### src/core/anps_pkg.sv
// Purpose: constants and carriers for the negotiation page and status registers
// Assumes: 5-bit management register address, 16-bit data
// Notes:   one package shared by the register bank and its checks
package anps_pkg;
  localparam logic [4:0]  ADDR_BASIC_STATUS_REGISTER  = 5'h01;
  localparam logic [4:0]  ADDR_ADV   = 5'h04;
  localparam logic [4:0]  ADDR_LP    = 5'h05;
  localparam logic [4:0]  ADDR_EXP   = 5'h06;
  localparam logic [4:0]  ADDR_NPTX  = 5'h07;
  localparam logic [4:0]  ADDR_STS   = 5'h10;
  localparam logic [4:0]  ADDR_INTERRUPT_STATUS_REGISTER  = 5'h12;
  localparam logic [4:0]  ADDR_FALSE_CARRIER_COUNTER  = 5'h14;
  localparam logic [4:0]  ADDR_RECEIVE_ERROR_COUNTER  = 5'h15;
  localparam logic [4:0]  ADDR_TENSC = 5'h1a;

  localparam logic [4:0]  ADV_SEL_RST   = 5'h01;
  localparam logic        ADV_BIT_RST   = 1'b0;
  localparam logic        NPTX_MP_RST   = 1'b1;
  localparam logic [10:0] NPTX_CODE_RST = 11'h001;
  localparam logic [15:0] LP_RST        = 16'h0000;
  localparam logic        EXP_LOCAL_PAGE_CAPABLE   = 1'b1;
  // base page bit 12 is reserved and must read zero
  localparam logic [15:0] LP_BASE_MASK  = 16'hefff;

  typedef struct packed {
    logic        rd;
    logic        wr;
    logic [4:0]  addr;
    logic [15:0] wdata;
  } anps_mgmt_t;

  typedef struct packed {
    logic        page_rx;
    logic        page_is_next;
    logic [15:0] page_word;
    logic        lcw_done;
    logic        lcw_tog;
    logic        restart;
    logic        parallel_detect_fault;
    logic        partner_page_capable;
    logic        partner_negotiation_capable;
    logic        lp_rfault;
  } anps_an_t;

  typedef struct packed {
    logic mdix;
    logic rx_err;
    logic fcar;
    logic pol_inv;
    logic raw_sd;
    logic lock;
    logic sd_qual_en;
    logic int_ev;
  } anps_phy_t;

  typedef struct packed {
    logic        adv_np;
    logic        adv_rf;
    logic        adv_asym;
    logic        adv_pause;
    logic [3:0]  adv_tech;
    logic [4:0]  adv_sel;
    logic        np_more;
    logic        np_mp;
    logic        np_comply_ack;
    logic        np_tog;
    logic [10:0] np_code;
    logic [15:0] lp_word;
    logic        lp_next;
    logic        parallel_detect_fault;
    logic        partner_page_capable;
    logic        page_rx;
    logic        partner_negotiation_capable;
    logic        mdix;
    logic        rx_err;
    logic        pol;
    logic        fcar;
    logic        sd_ll;
    logic        lock_ll;
    logic        int_pend;
    logic        rfault;
    logic [15:0] rd_data;
    logic        rd_valid;
  } anps_st_t;
endpackage

### src/core/anps_regs.sv
// Purpose: negotiation pages, expansion, next-page transmit, combined status
// Assumes: management frames decoded outside into one-cycle rd/wr strobes
// Notes:   answers only its own addresses; reads of foreign addresses
//          are watched solely to clear the duplicated flags
//
// Contract
// [RULE1] pause advertise bits 11,10 rw, reset zero
// [RULE2] tech bits strapped rw, bit 9 zero
// [RULE3] selector rw, resets to 00001
// [RULE4] partner register shows received abilities, replaced
// [RULE5] partner ack bit set only by negotiation
// [RULE6] partner base view read-only, selector resets zero
// [RULE7] partner next-page view read-only layout
// [RULE8] expansion bit 4 parallel detect fault
// [RULE9] expansion bits 3,0 partner capabilities
// [RULE10] expansion bit 2 always one
// [RULE11] page received set, cleared by expansion read
// [RULE12] transmit np, mp reset one, comply_ack
// [RULE13] transmit toggle inverts last exchanged toggle
// [RULE14] transmit code rw, resets to null page
// [RULE15] status bit 14 follows crossover state
// [RULE16] bit 13 latches receive error, clears on counter read
// [RULE17] bit 12 polarity, cleared by ten-meg read
// [RULE18] bit 11 latches false carrier, counter read clears
// [RULE19] bits 10,9 latched-low qualified detect, lock
// [RULE20] bit 8 mirrors page received flag
// [RULE21] bit 7 interrupt pending, cleared on read
// [RULE22] bit 6 partner remote fault, basic_status_register read clears
// [RULE23] latched bits hold until their register read
// [RULE24] software renegotiates after advertisement changes
// [RULE25] base layout until next-page exchange happens
`timescale 1ns/1ps
module anps_regs
  import anps_pkg::*;
(
  input  wire logic        clk_in,         // 100 MHz device clock
  input  wire logic        sys_rst_in,     // synchronous reset, active high
  input  wire logic        soft_rst_in,    // software reset pulse
  input  wire logic [3:0]  strap_tech_in,  // tech ability straps, bits 8..5
  input  wire anps_mgmt_t  mgmt_in,        // decoded management access
  input  wire anps_an_t    an_in,          // negotiation engine events
  input  wire anps_phy_t   phy_in,         // link monitor and pcs events
  output logic [15:0]      rd_data_out,    // read data, valid with rd_valid
  output logic             rd_valid_out,   // one-cycle read answer
  output logic [15:0]      adv_word_out,   // advertised base page
  output logic [15:0]      np_word_out     // next page to transmit
);
  anps_st_t st;
  anps_st_t next_st;

  logic rst;
  logic rd_basic_status_register;
  logic rd_exp;
  logic rd_sts;
  logic rd_interrupt_status_register;
  logic rd_false_carrier_counter;
  logic rd_receive_error_counter;
  logic rd_tensc;
  logic wr_adv;
  logic wr_nptx;
  logic sd_qual;

  assign rst      = sys_rst_in | soft_rst_in;
  assign rd_basic_status_register  = mgmt_in.rd && mgmt_in.addr == ADDR_BASIC_STATUS_REGISTER;
  assign rd_exp   = mgmt_in.rd && mgmt_in.addr == ADDR_EXP;
  assign rd_sts   = mgmt_in.rd && mgmt_in.addr == ADDR_STS;
  assign rd_interrupt_status_register  = mgmt_in.rd && mgmt_in.addr == ADDR_INTERRUPT_STATUS_REGISTER;
  assign rd_false_carrier_counter  = mgmt_in.rd && mgmt_in.addr == ADDR_FALSE_CARRIER_COUNTER;
  assign rd_receive_error_counter  = mgmt_in.rd && mgmt_in.addr == ADDR_RECEIVE_ERROR_COUNTER;
  assign rd_tensc = mgmt_in.rd && mgmt_in.addr == ADDR_TENSC;
  assign wr_adv   = mgmt_in.wr && mgmt_in.addr == ADDR_ADV;
  assign wr_nptx  = mgmt_in.wr && mgmt_in.addr == ADDR_NPTX;
  // [RULE19] qualified detect
  assign sd_qual  = phy_in.raw_sd & (phy_in.lock | ~phy_in.sd_qual_en);

  always_comb begin
    next_st = st;
    next_st.rd_valid = 1'b0;

    // [RULE1] pause advertise writes
    if (wr_adv) begin
      next_st.adv_np    = mgmt_in.wdata[15];
      next_st.adv_rf    = mgmt_in.wdata[13];
      next_st.adv_asym  = mgmt_in.wdata[11];
      next_st.adv_pause = mgmt_in.wdata[10];
      // [RULE2] bit 9 not stored
      next_st.adv_tech  = mgmt_in.wdata[8:5];
      // [RULE3] selector writable
      next_st.adv_sel   = mgmt_in.wdata[4:0];
    end

    // [RULE12] transmit page fields, bit 14 dropped
    if (wr_nptx) begin
      next_st.np_more = mgmt_in.wdata[15];
      next_st.np_mp   = mgmt_in.wdata[13];
      next_st.np_comply_ack = mgmt_in.wdata[12];
      // [RULE14] code writable
      next_st.np_code = mgmt_in.wdata[10:0];
    end
    // [RULE13] toggle from exchanged word
    if (an_in.lcw_done) begin
      next_st.np_tog = ~an_in.lcw_tog;
    end

    // [RULE25] layout selection
    if (an_in.restart) begin
      next_st.lp_next = 1'b0;
    end
    // [RULE4] partner word replaced
    if (an_in.page_rx) begin
      // [RULE5] ack comes only from received bursts
      if (an_in.page_is_next) begin
        // [RULE7] next-page layout taken whole
        next_st.lp_word = an_in.page_word;
        next_st.lp_next = 1'b1;
      end else begin
        // [RULE6] base layout, reserved bit masked
        next_st.lp_word = an_in.page_word & LP_BASE_MASK;
      end
    end

    // [RULE8] fault follows detector
    next_st.parallel_detect_fault        = an_in.parallel_detect_fault;
    // [RULE9] partner capabilities
    next_st.partner_page_capable = an_in.partner_page_capable;
    next_st.partner_negotiation_capable = an_in.partner_negotiation_capable;
    // [RULE11] set beats read clear
    next_st.page_rx    = an_in.page_rx | (st.page_rx & ~rd_exp);

    // [RULE15] live crossover state
    next_st.mdix     = phy_in.mdix;
    // [RULE16] receive error latch
    next_st.rx_err   = phy_in.rx_err | (st.rx_err & ~rd_receive_error_counter);
    // [RULE17] polarity latch
    next_st.pol      = phy_in.pol_inv | (st.pol & ~rd_tensc);
    // [RULE18] false carrier latch
    next_st.fcar     = phy_in.fcar | (st.fcar & ~rd_false_carrier_counter);
    // [RULE23] latched low: reload on own read, else hold a drop
    if (rd_sts) begin
      next_st.sd_ll   = sd_qual;
      next_st.lock_ll = phy_in.lock;
    end else begin
      next_st.sd_ll   = st.sd_ll & sd_qual;
      next_st.lock_ll = st.lock_ll & phy_in.lock;
    end
    // [RULE21] interrupt pending
    next_st.int_pend = phy_in.int_ev | (st.int_pend & ~rd_interrupt_status_register);
    // [RULE22] partner remote fault
    next_st.rfault   = an_in.lp_rfault | (st.rfault & ~rd_basic_status_register);

    // read answer is taken from the flags before the clear above lands
    if (mgmt_in.rd) begin
      next_st.rd_valid = 1'b1;
      case (mgmt_in.addr)
        ADDR_ADV: begin
          next_st.rd_data = {st.adv_np, 1'b0, st.adv_rf, 1'b0, st.adv_asym,
                             st.adv_pause, 1'b0, st.adv_tech, st.adv_sel};
        end
        ADDR_LP: begin
          // [RULE25] reserved bit hidden while the base layout is shown
          next_st.rd_data = st.lp_next ? st.lp_word : st.lp_word & LP_BASE_MASK;
        end
        ADDR_EXP: begin
          // [RULE10] local page ability fixed
          next_st.rd_data = {11'h000, st.parallel_detect_fault, st.partner_page_capable, EXP_LOCAL_PAGE_CAPABLE,
                             st.page_rx, st.partner_negotiation_capable};
        end
        ADDR_NPTX: begin
          next_st.rd_data = {st.np_more, 1'b0, st.np_mp, st.np_comply_ack,
                             st.np_tog, st.np_code};
        end
        ADDR_STS: begin
          // [RULE20] duplicate of page received
          next_st.rd_data = {1'b0, st.mdix, st.rx_err, st.pol, st.fcar,
                             st.sd_ll, st.lock_ll, st.page_rx, st.int_pend,
                             st.rfault, 6'h00};
        end
        default: begin
          next_st.rd_valid = 1'b0;
          next_st.rd_data  = 16'h0000;
        end
      endcase
    end
  end

  always_ff @(posedge clk_in) begin
    if (rst) begin
      st           <= '0;
      st.adv_np    <= ADV_BIT_RST;
      st.adv_rf    <= ADV_BIT_RST;
      // [RULE1] pause bits clear
      st.adv_asym  <= ADV_BIT_RST;
      st.adv_pause <= ADV_BIT_RST;
      // [RULE2] straps caught at reset, clocked
      st.adv_tech  <= strap_tech_in;
      // [RULE3] ieee selector
      st.adv_sel   <= ADV_SEL_RST;
      // [RULE12] message page default
      st.np_mp     <= NPTX_MP_RST;
      // [RULE14] null message code
      st.np_code   <= NPTX_CODE_RST;
      // [RULE6] partner word clear
      st.lp_word   <= LP_RST;
    end else begin
      st <= next_st;
    end
  end

  assign rd_data_out  = st.rd_data;
  assign rd_valid_out = st.rd_valid;
  assign adv_word_out = {st.adv_np, 1'b0, st.adv_rf, 1'b0, st.adv_asym,
                         st.adv_pause, 1'b0, st.adv_tech, st.adv_sel};
  assign np_word_out  = {st.np_more, 1'b0, st.np_mp, st.np_comply_ack,
                         st.np_tog, st.np_code};
endmodule

### config.mk
export PLATFORM = sky130hd
export DESIGN_NAME = anps_regs
export DESIGN_NICKNAME = d
export VERILOG_FILES = /design/src/core/anps_pkg.sv /design/src/core/anps_regs.sv
export SDC_FILE = /design/constraint.sdc
export NUM_CORES = 1
export LEC_CHECK = 0
export BUFFER_PORTS_ARGS = -buffer_cell sky130_fd_sc_hd__buf_2
export CAP_MARGIN = 20
export CELL_PAD_IN_SITES_DETAIL_PLACEMENT = 1
export CELL_PAD_IN_SITES_GLOBAL_PLACEMENT = 2
export CORE_ASPECT_RATIO = 1.25
export CORE_MARGIN = 2
export CORE_UTILIZATION = 26
export DETAILED_ROUTE_END_ITERATION = 8
export PLACE_DENSITY_LB_ADDON = 0.08
export SYNTH_ARGS = -nofsm -noshare
export SYNTH_HDL_FRONTEND = slang
export SYNTH_SLANG_ARGS = --single-unit
### constraint.sdc
create_clock -name clk_in -period 1.6 [get_ports clk_in]
set_clock_uncertainty 0.2 [all_clocks]
set_input_delay 0.16 -clock clk_in [delete_from_list [all_inputs] [get_ports clk_in]]
set_output_delay 0.16 -clock clk_in [all_outputs]
set_load 0.05 [all_outputs]
### Yosys cells after proc, flatten, opt, wreduce, memory -nomap -nowiden

Index checks and enable logic that the tools add are counted.

* eq/ne operators: 10
* mux-type cells: 14
* bitwise logic cells: 26
* reductions and logical operators: 12

Operators with widths (count)
* 16-bit one-hot mux with 5 select lines: 1
* 70-bit 2-to-1 mux: 1
* 17-bit 2-to-1 mux: 2
* 13-bit 2-to-1 mux: 2
* 5-bit equality test (second input constant): 5
* 5-bit by 3-bit equality test with 1-bit output (second input constant): 4
* 11-bit 2-to-1 mux: 1
* 1-bit bitwise AND: 9
* 1-bit logical AND: 9
* 9-bit 2-to-1 mux: 1
* 1-bit inverter: 9
* 1-bit OR: 8
* 5-bit by 1-bit equality test with 1-bit output (second input constant): 1
* 5-bit OR reduction: 1
* 1-bit 2-to-1 mux: 4
* 3-bit 2-to-1 mux: 1
* 2-bit 2-to-1 mux: 1
* 2-bit nonzero test: 1
* 2-bit OR reduction: 1

* register bits: 74

### Depth between registers and ports, before layout

* word-level depth: 6
* gate-level depth with buffers: 6
* mapped depth without buffers: 4

### Least setup slack after synthesis

Ideal clock, no wire load.

* path type: input to register
* from: in mgmt_in[20] in the netlist's numbering
* to: reg st, in the netlist adv_word_out[5] (enable)
* library setup time: 307 ps
* required time: 1093 ps
* data arrival time: 1105 ps
* cell stages on the path: 5
* slack: -13 ps
* cells stage by stage: nor3b_2 > buf_2 > nand3_1 > buf_2 > nand2_1

* cells in the longest elaborated chain, start to end: 3

Ends and longest elaborated chain
* start: declaration: RTL line anps_regs.sv:40 `input wire anps_mgmt_t mgmt_in,`
* 5-bit by 3-bit equality test with 1-bit output: RTL line anps_regs.sv:71 `assign wr_adv = mgmt_in.wr && mgmt_in.addr == ADDR_ADV;`
* 1-bit logical AND: RTL line anps_regs.sv:71
* 2-bit nonzero test (no source line)
* end signal: assignment: RTL line anps_regs.sv:205 `st <= next_st;`
* end: declaration: RTL line anps_regs.sv:48 `anps_st_t st;`

Every way passes these cells.
A chain may end at the register's enable or synchronous reset.

### Worst setup path in the final report

* from: in an_in[5] in the netlist's numbering
* to: reg st, in the netlist np_word_out[11]

* cells in the longest elaborated chain, start to end: 1

Ends and longest elaborated chain
* start: declaration: RTL line anps_regs.sv:41 `input wire anps_an_t an_in,`
* 1-bit inverter: RTL line anps_regs.sv:102 `next_st.np_tog = ~an_in.lcw_tog;`

Every way passes these cells.

==> metrics.yaml <==
sta:
  finalCriticalPeriod_ns: 1.49
  period_share_pct: 93.4
  max_freq_ghz: 0.669
  tns_ns: 0
  final-hold-violation-count: 0
  slew_violations: 0
  rsz0062_at_grt: "no"
  fin_hold_ws_ns: 0.0149
  setup_viol: 0
worst_setup_path:
  r2r_start: "np_word_out[11]"
  path_buf_inv: 3
  arrival_ns: 1.57
  cp_cell_sequence: "dlygate4sd3_1, buf_2, a211oi_1, dlygate4sd3_1"
  r2r_cells: 3
  worst_path_max_delay_cell: "dlygate4sd3_1"
  crit_start: "an_in[5]"
  cp.depth: 4
  slowest_delay_ns: 0.56
  crit_top_cell: "dlygate4sd3_1"
  crit_fanout: 1
  critPathLaunchType: "input pin"
  reg2reg_setup_slack_ns: 0.21
  r2r_end: "np_word_out[11]"
  cp_top_family: "buffers and inverters"
  cp-end-kind: "flip-flop"
  required_ns: 1.68
  crit_type: "in2reg"
logic_synthesis:
  syn_avg_cell_area_um2: 8.85
  ys_top_cells_by_area: "dfxtp_1, buf_4, nand2_1"
  yosys.area_share.simple_pct: 19.0
  synth_mux_area_share_pct: 9.08
  synthCells: 389
  synth_ff_type: "dfxtp_1"
  synth-seq-cells: 74
  synth_top_family_by_area: "simple AND/OR/NAND/NOR gates"
  synth_area_leader_cell: "dfxtp_1"
  syn-cell-area_mm2: 0.00344
  yosys_warnings: 0
  synth.top_cell.area_share_pct: 40.7
  ys_seq_area_share_pct: 44.2
  synth_cell_type_count: 44
  synth-compound-area-share_pct: 13.7
  synthArstFlopShare_pct: 0
  synth_xor_area_share_pct: 0
  synth_edf_count: 4
  synth_fa_ha_area_share_pct: 0
detailed_routing:
  viasPerCell: 4.42
  detail_route.wirelength_mm: 11.0
  vias: 3074
  post-route-drc-count: 0
  wl_per_cell_um: 15.8
  dr.pass1.iters: 4
  drt_iter0_drc: 102
  ant_nets: 0
clocking:
  cts.reportedPaths.clkPinSlew_ns: 0.06
  tritoncts: "yes"
  h-tree-depth: 3
  root_buffer: "clkbuf_16"
  clock_sinks: 74
  clk_latency_ns: 0.33
  cts_made_buffers: 9
  cts_buffer_depth: 2
global_routing:
  gr-usage-all-layers_pct: 16.3
  grt_remaining_overflow: 0
  grt_max_degree: 34
  grt_pass1_vias: 3255
  grt_pass1_wl_mm: 17.6
  antenna_found_initial: 0
final_layout:
  ff_latch_area_mm2: 0.00152
  nFillCells: 1540
  nNetsFinal: 582
  drive_gt1_share_pct: 31.9
  n_antenna_cell: 0
  multi_input_area_mm2: 0.00146
  area_growth_pct: 42.2
hold_path:
  hold_path_end: "st[20]"
  hold_start: "phy_in[1]"
  hold_path_class: "in2reg"
  min_path_cells: 4
power_and_ir_drop:
  irDropWorstVdd_uv: 391
  combPwrFrac_pct: 11.7
  pwr-share-seq_pct: 40.5
  power.switching_mw: 1.09
  pwr_density_cell_mw_per_mm2: 969
  p_clk_share_pct: 47.8
  p_int_mw: 3.66
  p_sw_share_pct: 22.9
  power.leakage_nw: 2.10
placed_design:
  io_buffer_count: 106
  gp_congestion: 0.765
  hpwl_mm: 8.12
die:
  die_y_um: 133
  die_area_mm2: 0.0142
  start_util_pct: 26.3
  boundaryPins: 112
  core-area_mm2: 0.0131
  die_x_um: 107
  num_rows: 47
flow_run:
  cap_viol_max_count: 0
outcome:
  status: "finished clean"
==> cells in the mapped netlist, drive strengths merged, types with 5 or more instances <==
cell,count
a21oi,38
a22oi,7
and2,5
buf,59
clkbuf,13
dfxtp,70
mux2i,20
nand2,64
nand2b,10
nand3,12
nor2,24
o21ai,15
o2bb2ai,5
==> how the worst max path moves through the flow <==
stage	endpoint	slack (ns)
after global placement	rd_data_out[14]	-0.04
after global routing	np_word_out[11]	0.07
final	np_word_out[11]	0.11
after floorplan	adv_word_out[5]	0.03
after detailed placement	rd_data_out[14]	-0.05
after CTS	np_word_out[11]	0.05
==> worst reg2reg max path: stages, from the launching register on <==
cell	delay, ns
dfxtp_1	0.37
nor2_1	0.06
a211oi_1	0.15
dlygate4sd3_1	0.56
==> sequential cells by signal (all words and copies together) (netlist names) <==
register      cells
st               29
np_word_out      15
rd_valid_out      1
rd_data_out      16
adv_word_out     13
==> logic make-up after synthesis <==
logic type	count (synthesis)
compound gates	77
buf+inv	76
flops	74
mux	26
other cells	1
simple gates	135
==> timing repair <==
item	in CTS	in global routing
buffers inserted	0	0
hold buffers	50	0
setup endpoints to repair	0	1
hold endpoints to repair	56	0
gates resized for setup	0	1
==> stage by stage <==
step	power (mW)	instances	util (%)	cell area [um^2]	setup slack, ns
2_1_floorplan	2.23	392	-	3460	0.0284
3_3_place_gp	2.43	629	30.9	4060	-0.0388
3_5_place_dp	2.43	629	30.9	4060	-0.0542
4_1_cts	4.81	695	37.3	4900	0.0503
5_1_grt	4.95	695	37.4	4900	0.0676
6_report	4.75	695	37.4	4900	0.105
==> area by class of cell <==
class                      count  share of cell area (%)
sequential                    74                    31.1
multi-input combinational    242                    29.9
timing repair buffer         188                    27.5
clock buffer                  12                    5.44
tap                          171                    4.37
clock inverter                 4                    1.46
inverter                       4                   0.307
==> placed cells by master (no fill, tap or decap), types with 4 or more instances in the layout <==
cell type      instances
dlygate4sd3_1         50
clkbuf_16              9
dfxtp_1               70
mux2i_1               20
and2_1                 5
buf_4                 26
o21ai_1               14
buf_2                106
nand2b_1              10
a21oi_1               38
mux4_2                 4
o2bb2ai_1              5
buf_12                 6
conb_1                 4
a22oi_1                7
nor2_1                23
nand3_1               12
nand2_1               64
edfxtp_1               4
==> layer usage <==
metal  part of all wire, %  global-route usage, %
met5                     0                      0
met4                   1.2                   4.55
met3                   4.1                   3.45
met2                    48                   26.8
met1                    47                   21.5
==> power by group through the flow <==
stage | Combinational (mW) | Clock, mW | Sequential, mW
after global placement | 0.462 | 0 | 1.96
after CTS | 0.560 | 2.33 | 1.93
after global routing | 0.605 | 2.42 | 1.93
after floorplan | 0.271 | 0 | 1.96
after detailed placement | 0.466 | 0 | 1.97
final | 0.555 | 2.27 | 1.92
Power figures use the tool's default switching activity.
